<file path="config.mk">
export PLATFORM = sky130hd
export DESIGN_NAME = csenc_core
export DESIGN_NICKNAME = d
export VERILOG_FILES = /design/src/csenc_pkg.sv /design/src/csenc_core.sv
export SDC_FILE = /design/constraint.sdc
export NUM_CORES = 1
export LEC_CHECK = 0
export BUFFER_PORTS_ARGS = -buffer_cell sky130_fd_sc_hd__buf_2
export CAP_MARGIN = 30
export CELL_PAD_IN_SITES_DETAIL_PLACEMENT = 1
export CELL_PAD_IN_SITES_GLOBAL_PLACEMENT = 1
export CORE_MARGIN = 1
export CORE_UTILIZATION = 35
export CTS_CLUSTER_DIAMETER = 60
export DETAILED_ROUTE_END_ITERATION = 8
export PLACE_DENSITY = 0.62
export SYNTH_ARGS = -nofsm -noshare
export SYNTH_HDL_FRONTEND = slang
export SYNTH_SLANG_ARGS = --single-unit
</file>
<file path="constraint.sdc">
create_clock -name REF_CLK -period 5.3 [get_ports REF_CLK]
set_input_delay 0.53 -clock REF_CLK [delete_from_list [all_inputs] [get_ports REF_CLK]]
set_output_delay 0.53 -clock REF_CLK [all_outputs]
set_load 0.1 [all_outputs]
</file>
<file path="src/csenc_pkg.sv">
// Package for the code security and encryption block: widths, layouts,
// programming strobe timing and the security state bits.
// Assumes a 10 MHz REF_CLK.
package csenc_pkg;
  localparam int CLK_HZ = 10000000;
  // Strobe timing in microseconds, as documented
  localparam int STROBE_LOW_MIN_US = 90;
  localparam int STROBE_LOW_MAX_US = 110;
  localparam int STROBE_HIGH_MIN_US = 10;
  localparam int PULSES_PER_WRITE = 5;
  // Limits times whole cycles per microsecond; least and longest alike round down
  localparam int STROBE_LOW_MIN_CYC = (STROBE_LOW_MIN_US * (CLK_HZ / 1000000) + 0);
  localparam int STROBE_LOW_MAX_CYC = (STROBE_LOW_MAX_US * (CLK_HZ / 1000000));
  localparam int STROBE_HIGH_MIN_CYC = (STROBE_HIGH_MIN_US * (CLK_HZ / 1000000));
  localparam int CNT_W = 11;
  // Array geometry
  localparam int KEY_BYTES = 64;
  localparam int KEY_IDX_W = 6;
  localparam int ADDR_W = 16;
  localparam logic [7:0] KEY_ERASED = 8'hFF;
  // Programming targets
  typedef enum logic [1:0] {
    CSENC_TGT_CODE,
    CSENC_TGT_KEY,
    CSENC_TGT_SB1,
    CSENC_TGT_SB2
  } csenc_target_t;
  // Programming request carried from the pins
  typedef struct packed {
    csenc_target_t target;
    logic [ADDR_W-1:0] addr;
    logic [7:0] data;
  } csenc_program_strobe_t;
  // Security state
  typedef struct packed {
    logic security_bit_first;
    logic security_bit_second;
    logic key_programmed;
  } csenc_sec_t;
endpackage

</file>
<file path="src/csenc_core.sv">
// Code security and encryption logic: security bits, 64-byte key array,
// verify readout gating, external table-read gating, access pin latching.
// Assumes code memory lives outside; its read data arrives on CODE_RDATA
// the cycle after the address; the programmer pins are asynchronous.
//
// Function
// - No security bits: verify readout allowed
// - Programmed key array encrypts verify bytes
// - First bit blocks external table reads internally
// - First bit freezes access pin latch at its value when set
// - First bit refuses further code programming
// - Both bits disable verify mode entirely
// - Key array 64 bytes, erased reads ones
// - Second bit acts only with first
// - Encrypted byte is XNOR code with key
//
// The register addresses and strobed register access were left to the implementer.
`timescale 1ns/100ps
module csenc_core
  import csenc_pkg::*;
#(
  parameter int LOW_MIN = STROBE_LOW_MIN_CYC,
  parameter int LOW_MAX = STROBE_LOW_MAX_CYC,
  parameter int HIGH_MIN = STROBE_HIGH_MIN_CYC
) (
  // Clock and reset
  input wire logic REF_CLK,
  input wire logic ARST_N,
  // Programmer pins
  input wire logic PROGRAM_STROBE_N,
  input wire logic PROGRAM_STROBE_MODE,
  input wire logic VERIFY_MODE,
  input wire csenc_target_t PROGRAM_STROBE_TARGET,
  input wire logic [ADDR_W-1:0] PIN_ADDR,
  input wire logic [7:0] PIN_DATA,
  output logic [7:0] VERIFY_DATA,
  output logic VERIFY_OE,
  // Code memory side
  output logic [ADDR_W-1:0] CODE_ADDR,
  output logic CODE_WE,
  output logic [7:0] CODE_WDATA,
  input wire logic [7:0] CODE_RDATA,
  // Processor side
  input wire logic EXTERNAL_ACCESS_PIN_N,
  input wire logic TABLE_READ_REQ,
  input wire logic TABLE_READ_FROM_EXT,
  output logic TABLE_READ_ALLOW,
  output logic EXTERNAL_ACCESS_LATCHED_N,
  output logic [2:0] SEC_STATUS,
  output logic PROGRAM_STROBE_REFUSED
);
  // Key byte selection from the low address bits
  function automatic logic [KEY_IDX_W-1:0] key_index(input logic [ADDR_W-1:0] a);
    return a[KEY_IDX_W-1:0];
  endfunction

  // Synchronisers for asynchronous pins
  logic strb_s1_q, strb_s2_q;
  logic [1:0] mode_s1_q, mode_s2_q;
  logic ea_s1_q, ea_s2_q;
  logic strb_prev_q;
  always_ff @(posedge REF_CLK or negedge ARST_N) begin
    if (!ARST_N) begin
      strb_s1_q <= 1'h1;
      strb_s2_q <= 1'h1;
      mode_s1_q <= 2'h0;
      mode_s2_q <= 2'h0;
      ea_s1_q <= 1'h1;
      ea_s2_q <= 1'h1;
      strb_prev_q <= 1'h1;
    end else begin
      strb_s1_q <= PROGRAM_STROBE_N;
      strb_s2_q <= strb_s1_q;
      mode_s1_q <= {PROGRAM_STROBE_MODE, VERIFY_MODE};
      mode_s2_q <= mode_s1_q;
      ea_s1_q <= EXTERNAL_ACCESS_PIN_N;
      ea_s2_q <= ea_s1_q;
      strb_prev_q <= strb_s2_q;
    end
  end
  logic strb_n, program_strobe_on, verify_on;
  assign strb_n = strb_s2_q;
  assign program_strobe_on = mode_s2_q[1];
  assign verify_on = mode_s2_q[0];

  // Security state and key array
  logic sb1_q, sb1_d, sb2_q, sb2_d, keyp_q, keyp_d;
  logic [7:0] key_q [KEY_BYTES];
  logic [7:0] key_d [KEY_BYTES];
  logic [CNT_W-1:0] cnt_q, cnt_d;
  logic [2:0] pulses_q, pulses_d;
  logic pulse_ok_q, pulse_ok_d;
  logic high_ok_q, high_ok_d;
  logic we_q, we_d, refused_q, refused_d;
  logic [ADDR_W-1:0] caddr_q, caddr_d;
  logic [7:0] cwdata_q, cwdata_d;
  csenc_program_strobe_t req;
  logic strb_rise, strb_fall, sec_lock, verify_lock;

  assign strb_rise = strb_n & ~strb_prev_q;
  assign strb_fall = ~strb_n & strb_prev_q;
  assign sec_lock = sb1_q;
  assign verify_lock = sb1_q & sb2_q;
  assign req = '{target: PROGRAM_STROBE_TARGET, addr: PIN_ADDR, data: PIN_DATA};

  // Pulse timing, pulse count and commit of a written item
  always_comb begin
    sb1_d = sb1_q;
    sb2_d = sb2_q;
    keyp_d = keyp_q;
    key_d = key_q;
    pulses_d = pulses_q;
    pulse_ok_d = pulse_ok_q;
    high_ok_d = high_ok_q;
    we_d = 1'h0;
    refused_d = refused_q;
    caddr_d = caddr_q;
    cwdata_d = cwdata_q;
    cnt_d = (cnt_q == '1) ? cnt_q : cnt_q + CNT_W'(1);
    if (!program_strobe_on) begin
      pulses_d = 3'h0;
      pulse_ok_d = 1'h1;
      high_ok_d = 1'h1;
    end else if (strb_fall) begin
      cnt_d = '0;
      if (!high_ok_q) pulse_ok_d = 1'h0;
    end else if (strb_rise) begin
      cnt_d = '0;
      high_ok_d = 1'h0;
      if (32'(cnt_q) + 1 < LOW_MIN || 32'(cnt_q) + 1 > LOW_MAX) pulse_ok_d = 1'h0;
      if (pulses_q == 3'(PULSES_PER_WRITE - 1)) begin
        // Judge the whole item before its timing record is cleared
        if (pulse_ok_d) begin
          unique case (req.target)
            CSENC_TGT_CODE: begin
              if (sec_lock) refused_d = 1'h1;
              else begin
                we_d = 1'h1;
                caddr_d = req.addr;
                cwdata_d = req.data;
              end
            end
            CSENC_TGT_KEY: begin
              if (sec_lock) refused_d = 1'h1;
              else begin
                key_d[key_index(req.addr)] = req.data;
                keyp_d = 1'h1;
              end
            end
            CSENC_TGT_SB1: sb1_d = 1'h1;
            CSENC_TGT_SB2: if (sb1_q) sb2_d = 1'h1;
          endcase
        end
        pulses_d = 3'h0;
        pulse_ok_d = 1'h1;
      end else begin
        pulses_d = pulses_q + 3'h1;
      end
    end else if (strb_n && 32'(cnt_q) + 1 >= HIGH_MIN) begin
      high_ok_d = 1'h1;
    end
  end

  // Security and programming registers
  always_ff @(posedge REF_CLK or negedge ARST_N) begin
    if (!ARST_N) begin
      sb1_q <= 1'h0;
      sb2_q <= 1'h0;
      keyp_q <= 1'h0;
      for (int i = 0; i < KEY_BYTES; i++) key_q[i] <= KEY_ERASED;
      cnt_q <= '0;
      pulses_q <= 3'h0;
      pulse_ok_q <= 1'h1;
      high_ok_q <= 1'h1;
      we_q <= 1'h0;
      refused_q <= 1'h0;
      caddr_q <= '0;
      cwdata_q <= 8'h00;
    end else begin
      sb1_q <= sb1_d;
      sb2_q <= sb2_d;
      keyp_q <= keyp_d;
      key_q <= key_d;
      cnt_q <= cnt_d;
      pulses_q <= pulses_d;
      pulse_ok_q <= pulse_ok_d;
      high_ok_q <= high_ok_d;
      we_q <= we_d;
      refused_q <= refused_d;
      caddr_q <= caddr_d;
      cwdata_q <= cwdata_d;
    end
  end

  // Verify path and access pin latch
  logic [7:0] vdata_q, vdata_d;
  logic voe_q, voe_d, rd_pend_q, rd_pend_d;
  logic [ADDR_W-1:0] rd_addr_q, rd_addr_d;
  logic [ADDR_W-1:0] vaddr_q, vaddr_d;
  logic vpend_q, vpend_d;
  logic ea_lat_q, ea_lat_d, rst_seen_q, rst_seen_d;
  logic tra_q, tra_d;
  // Code address is registered; the byte returns a cycle later, so the
  // key index follows one stage behind to stay paired with that byte
  always_comb begin
    rd_addr_d = program_strobe_on ? caddr_d : PIN_ADDR;
    rd_pend_d = verify_on & ~program_strobe_on;
    vaddr_d = rd_addr_q;
    vpend_d = rd_pend_q;
    vdata_d = vdata_q;
    voe_d = vpend_q & ~verify_lock;
    if (vpend_q && !verify_lock) begin
      if (keyp_q) vdata_d = ~(CODE_RDATA ^ key_q[key_index(vaddr_q)]);
      else vdata_d = CODE_RDATA;
    end else if (verify_lock) begin
      vdata_d = 8'h00;
    end
    rst_seen_d = 1'h1;
    ea_lat_d = ea_lat_q;
    if (!rst_seen_q || !sb1_q) ea_lat_d = ea_s2_q;
    tra_d = TABLE_READ_REQ & ~(TABLE_READ_FROM_EXT & sb1_q);
  end

  always_ff @(posedge REF_CLK or negedge ARST_N) begin
    if (!ARST_N) begin
      vdata_q <= 8'h00;
      voe_q <= 1'h0;
      rd_pend_q <= 1'h0;
      rd_addr_q <= '0;
      vaddr_q <= '0;
      vpend_q <= 1'h0;
      ea_lat_q <= 1'h1;
      rst_seen_q <= 1'h0;
      tra_q <= 1'h0;
    end else begin
      vdata_q <= vdata_d;
      voe_q <= voe_d;
      rd_pend_q <= rd_pend_d;
      rd_addr_q <= rd_addr_d;
      vaddr_q <= vaddr_d;
      vpend_q <= vpend_d;
      ea_lat_q <= ea_lat_d;
      rst_seen_q <= rst_seen_d;
      tra_q <= tra_d;
    end
  end

  // Outputs straight from flip-flops
  assign VERIFY_DATA = vdata_q;
  assign VERIFY_OE = voe_q;
  assign CODE_ADDR = rd_addr_q;
  assign CODE_WE = we_q;
  assign CODE_WDATA = cwdata_q;
  assign TABLE_READ_ALLOW = tra_q;
  assign EXTERNAL_ACCESS_LATCHED_N = ea_lat_q;
  assign SEC_STATUS = {keyp_q, sb2_q, sb1_q};
  assign PROGRAM_STROBE_REFUSED = refused_q;
endmodule

</file>
# Word-level counts from Yosys, hierarchy flattened
# Cells that the tools add are included.
# classes
n_addsub,3
n_lt_le_gt_ge,6
n_eq_ne,10
mux,45
bitwise,18
reduce_logical,19
# op_table
op,count
$bwmux W512,1
$mux W16,8
$bmux W8 S6,1
$demux W8 S6,1
$mux W8,6
$mux W11,4
$gt A32 B11 Y1 const B,1
$lt A32 B10 Y1 const B,1
$reduce_and A7 Y1,4
$mux W1,20
$ge A7 B7 Y1 const B,2
$not A6 Y7,2
$add A11 B1 Y12 const B,1
$ge A12 B7 Y1 const B,1
$mux W3,4
$add A11 B1 Y11 const B,1
$eq A11 B11 Y1 const B,1
$not A8 Y8,1
$xor A8 B8 Y8,1
$and A1 B1 Y1,7
$lt A7 B1 Y1 const B,1
$not A1 Y1,7
$ne A3 B1 Y1 const B,2
$reduce_and A2 Y1,3
14 further kinds,20
# totals
ff_bits,602
in_bits,42
word_cells,192

# Logic depth before layout (Yosys ltp)
# Gate-level depths: netlist of the first run.
# depth
word_depth,13
ltp_mapped,10
mapped_depth_nobuf,8

# Least setup slack after synthesis of the first run
# Ideal clock, no wire load.
# synth_path
path_type,register to register
start,register cnt_q[1]
end,register key_q[264] (netlist bit)
setup_ns,0.082
arrival_time_ns,2.997
required_time_ns,5.218
slack_ns,2.220
stages_incl_launch_ff,9
n_path_buf,1
path_cell_list,dfrtp_1 ha_1 nand4_2 or4_4 a32oi_4 o2111ai_4 buf_8 a21oi_4 mux2_4
# synth_between
elab_chain_cells,8
word_cells_on_any_way,9
cone_classes,1 x add/sub; 2 x order compare; 4 x mux; 2 x reduce/logical
# synth_lines
element,line,text
start: declaration,csenc_core.sv:90,"logic [CNT_W-1:0] cnt_q, cnt_d;"
start signal: assignment,csenc_core.sv:184,cnt_q <= cnt_d;
$add A11 B1 Y12 *,csenc_core.sv:130,if (32'(cnt_q) + 1 < LOW_MIN || 32'(cnt_q) + 1 > LOW_MAX) pulse_ok_d = 1'h0;
$lt A32 B10 Y1 or $gt A32 B11 Y1 (tied branches),csenc_core.sv:130,
$logic_or A1 B1 Y1 *,csenc_core.sv:130,
$mux W1 *,csenc_core.sv:130,
$mux W1 *,csenc_core.sv:127,end else if (strb_rise) begin
$mux W1 *,csenc_core.sv:124,end else if (strb_fall) begin
$mux W1 *,csenc_core.sv:120,if (!program_strobe_on) begin
$reduce_and A7 Y1 (no line) *,-,
end signal: assignment,csenc_core.sv:183,key_q <= key_d;
end: declaration,csenc_core.sv:88,logic [7:0] key_q [KEY_BYTES];
# Mark *: on every way between the ends. The rest lies on a longest branch, timed or not. The select of a mux whose other input is x is not followed.
# A chain may end at the register's enable or synchronous reset.

# Final worst setup path of the first run
# layout_path
start,register strb_s2_q (netlist: strb_n)
end,register key_q[128] (netlist bit)
# layout_between
elab_chain_cells,4
word_cells_on_any_way,5
cone_classes,4 x bitwise; 1 x reduce/logical
# layout_lines
element,line,text
start: declaration,csenc_core.sv:58,"logic strb_s1_q, strb_s2_q;"
start signal: assignment,csenc_core.sv:73,strb_s2_q <= strb_s1_q;
$not A1 Y1,csenc_core.sv:101,assign strb_fall = ~strb_n & strb_prev_q;
$and A1 B1 Y1,csenc_core.sv:101,
$not A1 Y1 (no line),-,
$reduce_and A7 Y1 (no line) *,-,
# Mark *: on every way between the ends. The rest lies on a longest branch, timed or not.

==> impl_metrics.tcl, run 1 <==
set metrics [dict create \
    core-area_um2 82400 \
    netlist-cell-type-count 70 \
    wl_per_cell_um 26.0 \
    post_cts_buffers 0 \
    whs_path_depth 1 \
    worst_pin_slew_ps 1100 \
    detail-route-antenna-nets 0 \
    drtIter0Drc 983 \
    cts_tree "yes" \
    synthesis.nets 2050 \
    path_clk_slew_ps 60 \
    maxCapViolCount 0 \
    ys_seq_elements 602 \
    min_from "VERIFY_MODE" \
    numPortBuffers 81 \
    insertion_delay_ps 610 \
    initial_utilization_pct 35.5 \
    fmax_mhz 235 \
    dr_total_vias 17600 \
    setup_viol 0 \
    timing.rr.start "strb_n" \
    grt_setup_unrepaired "false" \
    p_total_uw 10100 \
    antenna_found_initial 0 \
    grt_pass1_vias 19400 \
    std_cell_rows 105 \
    drc_errors 0 \
    worst_setup_path_end_kind "flip-flop" \
    use_met3_pct 4.32 \
    netlist_area_um2 29200 \
    syn_avg_cell_area_um2 14.6 \
    powerDensity_nw_per_um2 305 \
    r2r_cells 7 \
    drt-total-wl_mm 83.0 \
    drt_first_pass_iters 5 \
    cts.hold.buffers_added 2 \
    grt_pass1_wl_mm 127 \
    peakVddDrop_mv 0.253 \
    crit_fanout 11 \
    finish.net_count 2115 \
    post_cts_resize_count 0 \
    use_met1_pct 26.8 \
    pin_count 82 \
    syn_to_final_growth_pct 13.2 \
    ys_async_sr_fraction_pct 100 \
    fin_setup_tns_ps 0 \
    criticalPathCategory "reg2reg" \
    drive_above_1_share_pct 67.6 \
    cp-start-kind "flip-flop" \
    slew_viol_final 0 \
    ff2ff_setup_slack_ps 1050 \
    synth_seq_area_share_pct 53.7 \
    grt_start_max_net_pins 172 \
    slew_headroom_pct 25.9 \
    die_w_um 291 \
    p_int_uw 7580 \
    status "completed" \
    synth_cells 2005 \
    dp_hpwl_mm 53.8 \
    hold_viol_final 0 \
    clk_path_buf_depth 3 \
    crit_required_ps 5810 \
    grt-ovfl-total 0 \
    yosys_warnings 0 \
    vias_per_cell 5.51 \
    clockRootBuffer "clkbuf_16" \
    clkPwrFrac_pct 46.6 \
    synth_edf_count 0 \
    finalCritPeriodShare_pct 80.1 \
    htreeDepth 3 \
    die_h_um 291 \
    cts_sinks 602 \
    utilization_pct 40.2 \
    die_area_um2 84700 \
    p_comb_share_pct 6.5 \
    use_met2_pct 31.8 \
    period_needed_ps 4250 \
    reg2reg_to "key_q[128]" \
    cp.arrival_ps 4760 \
    synthFlopType "dfstp_2" \
    seq_power_share_pct 46.9 \
    grtUsageTotal_pct 19.8 \
    cts-buffers-inserted 72 \
    hold-path-endpoint "mode_s1_q[0]" \
    hold_class "in2reg" \
    gp_congestion 0.858 \
    fin_skew_ps 24.1 \
    grt.busiest_layer "met2" \
    switching_share_pct 24.9 \
    p_leak_uw 0.0130 \
    switchingPower_uw 2510 \
]
[flip-flops by register name, indices dropped and copies added, names as in the netlist, 3 cells and up]
name         flops
CODE_ADDR       16
CODE_WDATA       8
VERIFY_DATA      8
caddr_q         16
cnt_q           11
key_q          512
pulses_q         3
vaddr_q          6
[worst max-delay path, cell delays in order (launching register included)]
cell and delay (ps):
dfstp_2 560, nor2b_1 520, nand4_1 390, nor4b_1 680, nand4_1 720, buf_4 470, a21oi_2 410, mux2_2 400
[per-stage QoR]
stage | instance area (um^2) | setup slack (ps) | hold WS, ps | std cells
after floorplan | 29200 | 2220 | 234 | 2005
after global placement | 30700 | 1230 | 336 | 3057
after detailed placement | 30800 | 1110 | 338 | 3059
after CTS | 33000 | 1070 | 0.139 | 3185
after global routing | 33100 | 718 | 8.62 | 3190
final | 33100 | 1050 | 31.4 | 3192
[how the worst max path moves through the flow]
| stage | start | to | slack, ps | depth (start not counted) |
|---|---|---|---|---|
| floorplan | cnt_q[1] | key_q[264] | 2220 | 8 |
| global route | strb_n | key_q[139] | 720 | 7 |
| CTS | strb_n | key_q[131] | 1070 | 7 |
| finish | strb_n | key_q[128] | 1050 | 7 |
| global placement | strb_n | key_q[128] | 1230 | 7 |
| detailed placement | strb_n | key_q[138] | 1110 | 7 |
[synthesized netlist by cell type (all sizes together), types with 4 or more instances]
| cell | n | area [um^2] |
|---|---|---|
| mux2 | 554 | 6390 |
| dfstp | 520 | 13700 |
| mux2i | 160 | 1600 |
| a21oi | 91 | 996 |
| dfrtp | 82 | 2050 |
| a22oi | 78 | 586 |
| clkbuf | 73 | 275 |
| buf | 67 | 355 |
| mux4 | 56 | 1260 |
| nand2 | 52 | 195 |
| o21ai | 28 | 140 |
| nor2 | 26 | 97.6 |
| nand3 | 24 | 120 |
| nand4 | 18 | 119 |
| nor2b | 16 | 100 |
| and3 | 15 | 93.8 |
| nor3 | 13 | 70.1 |
| and2 | 12 | 75.1 |
| o31ai | 9 | 67.6 |
| a31oi | 8 | 50.1 |
| inv | 8 | 30.0 |
| a32o | 7 | 70.1 |
| nand4b | 6 | 52.6 |
| o22a | 6 | 52.6 |
| or3b | 6 | 52.6 |
| and4 | 5 | 43.8 |
| o2111ai | 5 | 114 |
| a211oi | 4 | 35.0 |
| and3b | 4 | 35.0 |
| nor3b | 4 | 30.0 |
| xnor2 | 4 | 35.0 |
[layer usage]
layer | up-vias | share of wire, %
met2 | 379 | 48
met1 | 9497 | 45
met3 | 119 | 5.1
li1 | 7603 | -
met4 | 0 | 2.6
met5 | - | 0
[cells in the final DEF, fill, tap and decap left out, drive strengths merged, types with 18 or more instances in the layout]
| cell | n |
|---|---|
| nand2 | 52 |
| nor2 | 26 |
| a22oi | 78 |
| dfstp | 520 |
| nand4 | 18 |
| mux4 | 56 |
| nand3 | 24 |
| o21ai | 28 |
| mux2i | 160 |
| clkbuf | 107 |
| buf | 126 |
| mux2 | 554 |
| dfrtp | 82 |
| a21oi | 91 |
[cells by family (layout without fill, tap and decap cells)]
| family | Yosys count | in the layout | share of synthesized area (%) |
|---|---|---|---|
| muxes | 770 | 770 | 31.6 |
| other | 1 | 3 | 0.0128 |
| adders and majority gates | 3 | 3 | 0.128 |
| DFF | 602 | 602 | 53.7 |
| and+or+nand+nor | 223 | 223 | 4.29 |
| buffers and inverters | 148 | 263 | 2.26 |
| xor gates and xnor gates | 6 | 6 | 0.180 |
| AOI/OAI and AO/OA | 252 | 252 | 7.74 |
[power by group through the flow]
stage / logic, uW / clock network [uW] / registers [uW]
CTS: 668 / 4840 / 4730
finish: 660 / 4700 / 4730
global route: 710 / 5010 / 4730
floorplan: 353 / 0 / 4790
detailed placement: 664 / 0 / 4790
global placement: 646 / 0 / 4790
[cell type report]
class | instances | area (um^2)
Clock inverter | 20 | 160
Clock buffer | 104 | 2060
Fill cell | 8292 | 49300
Multi-Input combinational cell | 1255 | 12900
Antenna cell | 2 | 5.00
Inverter | 8 | 30.0
Timing Repair Buffer | 131 | 906
Tap cell | 1070 | 1340
Sequential cell | 602 | 15700
Power figures use the tool's default switching activity.
==> run 2: changes to the inputs <==
Settings changed: ABC_AREA set to 1, PLACE_DENSITY 0.62 to 0.69.
Clock period 5.3 ns to 3.8 ns, I/O delays scaled along.
==> run 2 against run 1 <==
  * Power increased by 53%
  * Synthesized cell count is 69% higher
  * Worst hold slack improved by 32 ps
  * Sequential share of layout area is 0.22 points higher
  * Setup slack got worse by 540 ps
  * Register-to-register slack worse by 540 ps
  * Combinational power grew 120%
  * Via count increased by 35%
  * Clock power up 59%
==> impl_metrics.tcl, run 2 <==
set metrics [dict create \
    largest_register "key_q" \
    synthFlopType "dfstp_2" \
    ys_top_cells_by_count "nand2_1, o21ai_0, dfstp_2" \
    mostFrequentLayoutCells "nand2_1, o21ai_0, dfstp_2" \
    grt_pass1_vias 24800 \
    whs_path_depth 3 \
    grt-ovfl-total 0 \
    synth_seq_area_share_pct 54.6 \
    insertion_delay_ps 620 \
    grt_setup_unrepaired "false" \
    grt_pass1_wl_mm 149 \
    synthTopCellsByArea "dfstp_2, nand2_1, o21ai_0" \
    switching_share_pct 26.6 \
    gp_congestion 0.789 \
    p_total_uw 15500 \
    p_leak_uw 0.0131 \
    fmax_mhz 304 \
    clockRootBuffer "clkbuf_16" \
    cp_slowest_cell "buf_4" \
    layout_commonest_cell "nand2_1" \
    path_clk_slew_ps 60 \
    finish.net_count 3403 \
    worst_pin_slew_ps 992 \
    switchingPower_uw 4110 \
    fin_area_um2 33000 \
    crit_top_cell "nand2_1" \
    initial_utilization_pct 35.6 \
    maxCapViolCount 0 \
    synth.most_common_cell "nand2_1" \
    grtUsageTotal_pct 22.9 \
    antenna_found_initial 0 \
    syn_to_final_growth_pct 14.5 \
    yosys_warnings 0 \
    wl_met1_mm 43.4 \
    wl_met2_mm 43.9 \
    powerDensity_nw_per_um2 469 \
    drt-total-wl_mm 93.9 \
    crit_fanout 16 \
    vias_per_cell 5.31 \
    detail-route-antenna-nets 0 \
    slew_viol_final 0 \
    die_w_um 289 \
    ys_seq_elements 602 \
    largest_reg_flops 512 \
    ys_async_sr_fraction_pct 100 \
    syn_avg_cell_area_um2 8.52 \
    setup_viol 0 \
    p_int_uw 11400 \
    met3_wirelength_mm 4.16 \
    cp_top_family "simple AND/OR/NAND/NOR gates" \
    synthDominantCellAreaShare_pct 47.5 \
    cp.arrival_ps 3800 \
    fin_skew_ps 26.5 \
    seq_power_share_pct 42.5 \
    fin_setup_tns_ps 0 \
    cts-buffers-inserted 75 \
    cts_sinks 602 \
    core-area_um2 80900 \
    netlist_area_um2 28800 \
    std_cell_rows 104 \
    worst_setup_path_end_kind "flip-flop" \
    p_comb_share_pct 9.3 \
    n_antenna_cell 0 \
    synthesis.nets 3425 \
    r2r_cells 16 \
    htreeDepth 3 \
    finalCritPeriodShare_pct 86.5 \
    slew_headroom_pct 33.9 \
    crit_required_ps 4320 \
    hold_class "in2reg" \
    slowest_delay_ps 430 \
    status "completed" \
    cp.depth 16 \
    grt_start_max_net_pins 137 \
    numPortBuffers 81 \
    hold_viol_final 0 \
    dp_hpwl_mm 58.3 \
    synth_top_area_cell "dfstp_2" \
    cp-start-kind "flip-flop" \
    drtIter0Drc 1472 \
    topRoutingLayerUsed "met4" \
    criticalPathCategory "reg2reg" \
    post_cts_resize_count 0 \
    die_area_um2 83400 \
    clk_path_buf_depth 3 \
    netlist-cell-type-count 40 \
    dr_total_vias 23700 \
    pin_count 82 \
    drive_above_1_share_pct 25.9 \
    die_h_um 289 \
    drc_errors 0 \
    peakVddDrop_mv 0.304 \
    synth_edf_count 0 \
    period_needed_ps 3290 \
    clkPwrFrac_pct 48.2 \
    cts_tree "yes" \
    path_buf_inv 3 \
    wl_per_cell_um 21.0 \
    drt_first_pass_iters 5 \
    crit_chain "ha_1 > nand2_1 > nor2_2 > nand3_1 > nand2_1 > inv_1 > nor2_2 > nand2_1 > nand2_1 > nand3_4 > nor2_8 > buf_4 > buf_4 > nand4_4 > nand2_1 > o21ai_1" \
    post_dp_cell_area_um2 30200 \
    synth_cells 3380 \
]
-- run 2: metrics by stage --
stage	cells	utilization (%)	hold WS, ps	setup WS (ps)
after floorplan	3380	-	84.4	1410
after global placement	4323	37.3	335	649
after detailed placement	4325	37.3	343	550
after CTS	4474	40.7	32.4	506
after global routing	4474	40.7	62.7	188
final	4474	40.7	63.7	514
-- run 2: path summary, 6_finish.rpt --
kind | startpoint | end | slack, ps
setup / recovery | cnt_q[0] | key_q[191] | 510
hold reg to reg | strb_s1_q | strb_n | 340
setup reg to reg | cnt_q[0] | key_q[191] | 510
max in group asynchronous | ARST_N | key_q[262] | 2960
min in group asynchronous | ARST_N | key_q[5] | 190
hold / removal | PIN_ADDR[2] | CODE_ADDR[2] | 60
-- run 2: worst register-to-register path, cell delays in order (launching register included) --
cell     delay [ps]
dfrtp_1         400
ha_1            210
nand2_1         150
nor2_2          210
nand3_1         100
nand2_1         100
inv_1            70
nor2_2          130
nand2_1          60
nand2_1         100
nand3_4         130
nor2_8          150
buf_4           360
buf_4           450
nand4_4         340
nand2_1         170
o21ai_1          80
-- run 2: timing repair --
| action | CTS | global route |
|---|---|---|
| hold buffers | 16 | 0 |
| hold endpoints to repair | 15 | 0 |
| buffers inserted | 0 | 0 |
-- run 2: cells by family after synthesis --
| family | after synthesis | share of synthesized area (%) |
|---|---|---|
| flops | 602 | 54.6 |
| simple gates | 1457 | 22.9 |
| buf+inv | 377 | 5.38 |
| compound gates | 939 | 16.9 |
| other cells | 1 | 0.0130 |
| fa+ha+maj | 3 | 0.130 |
| xor+xnor | 1 | 0.0304 |
-- run 2: routing by layer --
layer  track usage, %  vias up
met4             6.20        0
met3             3.42      132
met1             32.0    12000
li1                 -    11200
met5                0        -
met2             37.1      448
-- run 2: cell type report --
cell class	count	area [um^2]
clock buffers	101	2150
clock inverters	32	422
fillers	9534	48000
inverters	116	442
multi-input cells	2401	11500
flip-flops and latches	602	15700
well taps	1060	1330
repair buffers	162	1360
-- run 2: power groups by stage --
| stage | Clock (uW) | Combinational, uW | Sequential, uW |
|---|---|---|---|
| floorplan | 0 | 638 | 6810 |
| global placement | 0 | 1420 | 6660 |
| detailed placement | 0 | 1440 | 6660 |
| CTS | 7600 | 1460 | 6570 |
| global route | 7840 | 1570 | 6570 |
| finish | 7460 | 1440 | 6570 |
==> run 3: changes to the inputs <==
Settings changed: BUFFER_PORTS_ARGS -buffer_cell sky130_fd_sc_hd__buf_2 to -buffer_cell sky130_fd_sc_hd__clkbuf_2, CTS_BUF_LIST set to sky130_fd_sc_hd__clkbuf_4 sky130_fd_sc_hd__clkbuf_8.
==> run 3 against run 2 <==
  * Via count increased by 0.53%
  * Worst hold slack worse by 63 ps
  * Maximum frequency is 2.5% higher
  * Clock skew grew 14 ps
  * Flip-flop and latch count did not move
  * Non-clock buffer count is 24 higher
  * Power down 5.3%
  * Routed wire length is 0.39% lower
  * Highest routed layer unchanged
==> impl_metrics.tcl, run 3 (synthesis results as in run 2) <==
set metrics [dict create \
    layout_commonest_cell "nand2_1" \
    nFillCells 9599 \
    dp_hpwl_mm 57.7 \
    fin_area_um2 32900 \
    std_cell_rows 104 \
    switchingPower_uw 4050 \
    crit_fanout 24 \
    mostFrequentLayoutCells "nand2_1, o21ai_0, dfstp_2" \
    place_inst 4336 \
    numPortBuffers 81 \
    drt_first_pass_iters 5 \
    drc_errors 0 \
    clockRootBuffer "clkbuf_8" \
    worst_pin_slew_ps 1030 \
    reg2reg_to "key_q[45]" \
    pin_count 82 \
    cts-buffers-inserted 108 \
    fin_setup_tns_ps 0 \
    crit_required_ps 4450 \
    cp_slowest_cell "nor2_8" \
    cp_top_family "simple AND/OR/NAND/NOR gates" \
    slowest_delay_ps 500 \
    grt-ovfl-total 0 \
    grt.busiest_layer "met2" \
    path_clk_slew_ps 70 \
    grt_pass1_wl_mm 149 \
    cts_sinks 602 \
    hold-worst-slack_ps 0.379 \
    p_int_uw 10600 \
    worst_setup_path_end_kind "flip-flop" \
    cp.arrival_ps 3860 \
    finish.net_count 3460 \
    grt_setup_unrepaired "false" \
    largest_reg_flops 512 \
    powerDensity_nw_per_um2 445 \
    criticalPathCategory "reg2reg" \
    htreeDepth 3 \
    use_met1_pct 31.9 \
    drive_above_1_share_pct 27.6 \
    seq_power_share_pct 44.8 \
    slew_headroom_pct 31.6 \
    status "completed" \
    detail-route-antenna-nets 0 \
    antenna_found_initial 1 \
    clkPwrFrac_pct 45.3 \
    period_needed_ps 3210 \
    hold_viol_final 0 \
    pre_cts_ws_ps 571 \
    fin_skew_ps 40.5 \
    setup_viol 0 \
    wl_per_cell_um 20.5 \
    core-area_um2 80900 \
    syn_to_final_growth_pct 14.3 \
    drtIter0Drc 1575 \
    die_w_um 289 \
    insertion_delay_ps 740 \
    post_cts_resize_count 0 \
    initial_utilization_pct 35.6 \
    timing.rr.start "cnt_q[0]" \
    switching_share_pct 27.6 \
    hold_class "in2async" \
    final_cell_count_no_fill 4559 \
    path_buf_inv 2 \
    p_comb_share_pct 9.9 \
    finalCritPeriodShare_pct 84.4 \
    cts_tree "yes" \
    r2r_cells 15 \
    peakVddDrop_mv 0.293 \
    vias_per_cell 5.24 \
    ff2ff_setup_slack_ps 590 \
    drt-total-wl_mm 93.6 \
    grt_start_max_net_pins 137 \
    largest_register "key_q" \
    post_dp_cell_area_um2 30300 \
    slew_viol_final 0 \
    grt_pass1_vias 24800 \
    die_area_um2 83400 \
    clk_path_buf_depth 3 \
    crit_chain "ha_1 > nand2_1 > nor2_2 > nand2_1 > nand2_1 > nand2_1 > nor2_1 > nand3_1 > nand2_1 > nand3_4 > nor2_8 > buf_12 > buf_4 > nand4_4 > o21ai_0" \
    cp-start-kind "flip-flop" \
    gp_congestion 0.828 \
    p_leak_uw 0.0132 \
    crit_top_cell "nand2_1" \
    die_h_um 289 \
    maxCapViolCount 0 \
    fmax_mhz 312 \
    grtUsageTotal_pct 22.8 \
    use_met2_pct 36.7 \
    layout_setup_ws_ps 593 \
    dr_total_vias 23900 \
    use_met3_pct 3.22 \
]
run 3: cell count changes in the layout (fill, tap and decap cells not counted), sizes merged, moves of 3 or more:
cell | before | now
bufinv | 8 | 4
clkbuf | 101 | 246
inv | 120 | 117
buf | 146 | 77
dlygate4sd3 | 16 | 29
run 3: through the flow:
step           util (%)  power (uW)
3_3_place_gp       37.4        8080
6_report           40.6       14700
5_1_grt            40.6       15200
3_5_place_dp       37.4        8090
2_1_floorplan         -        7450
4_1_cts            40.6       14900
run 3: routing by layer:
metal,share of wire [%],wire length [um]
met1,47,44100
met2,47,43500
met3,4.2,3920
met4,2.2,2040
met5,0,0
run 3: what timing repair did:
action,CTS,global route
hold buffers,29,0
buffers inserted,0,0
hold endpoints to repair,38,0
run 3: final cells by class:
class / instances / area [um^2] / share of cell area (%)
antenna: 1 / 2.50 / 0.00761
clock buffer: 166 / 2080 / 6.34
clock inverter: 27 / 268 / 0.814
multi-input combinational: 2401 / 11500 / 35.1
tap: 1060 / 1330 / 4.03
timing repair buffer: 186 / 1510 / 4.60
sequential: 602 / 15700 / 47.8
inverter: 116 / 443 / 1.35
run 3: how the worst max path moves through the flow:
stage,startpoint,to,slack [ps],cells past startpoint
2_1_floorplan,cnt_q[0],key_q[165],1410,18
3_3_place_gp,cnt_q[0],key_q[222],710,16
3_5_place_dp,cnt_q[0],key_q[268],570,13
4_1_cts,cnt_q[0],key_q[45],550,15
5_1_grt,cnt_q[0],key_q[425],160,13
6_report,cnt_q[0],key_q[45],590,15
run 3: worst register-to-register path, cell delays in order (launching register included):
cell     delay [ps]
dfrtp_1         400
ha_1            220
nand2_1         150
nor2_2          200
nand2_1         100
nand2_1          70
nand2_1          70
nor2_1           90
nand3_1          80
nand2_1         120
nand3_4         130
nor2_8          500
buf_12          310
buf_4           190
nand4_4         200
o21ai_0         300
run 3: power by group through the flow:
stage          Sequential (uW)  Combinational (uW)  Clock [uW]
2_1_floorplan             6810                 638           0
3_3_place_gp              6660                1420           0
3_5_place_dp              6660                1430           0
4_1_cts                   6570                1460        6830
5_1_grt                   6580                1570        7080
6_report                  6570                1440        6640
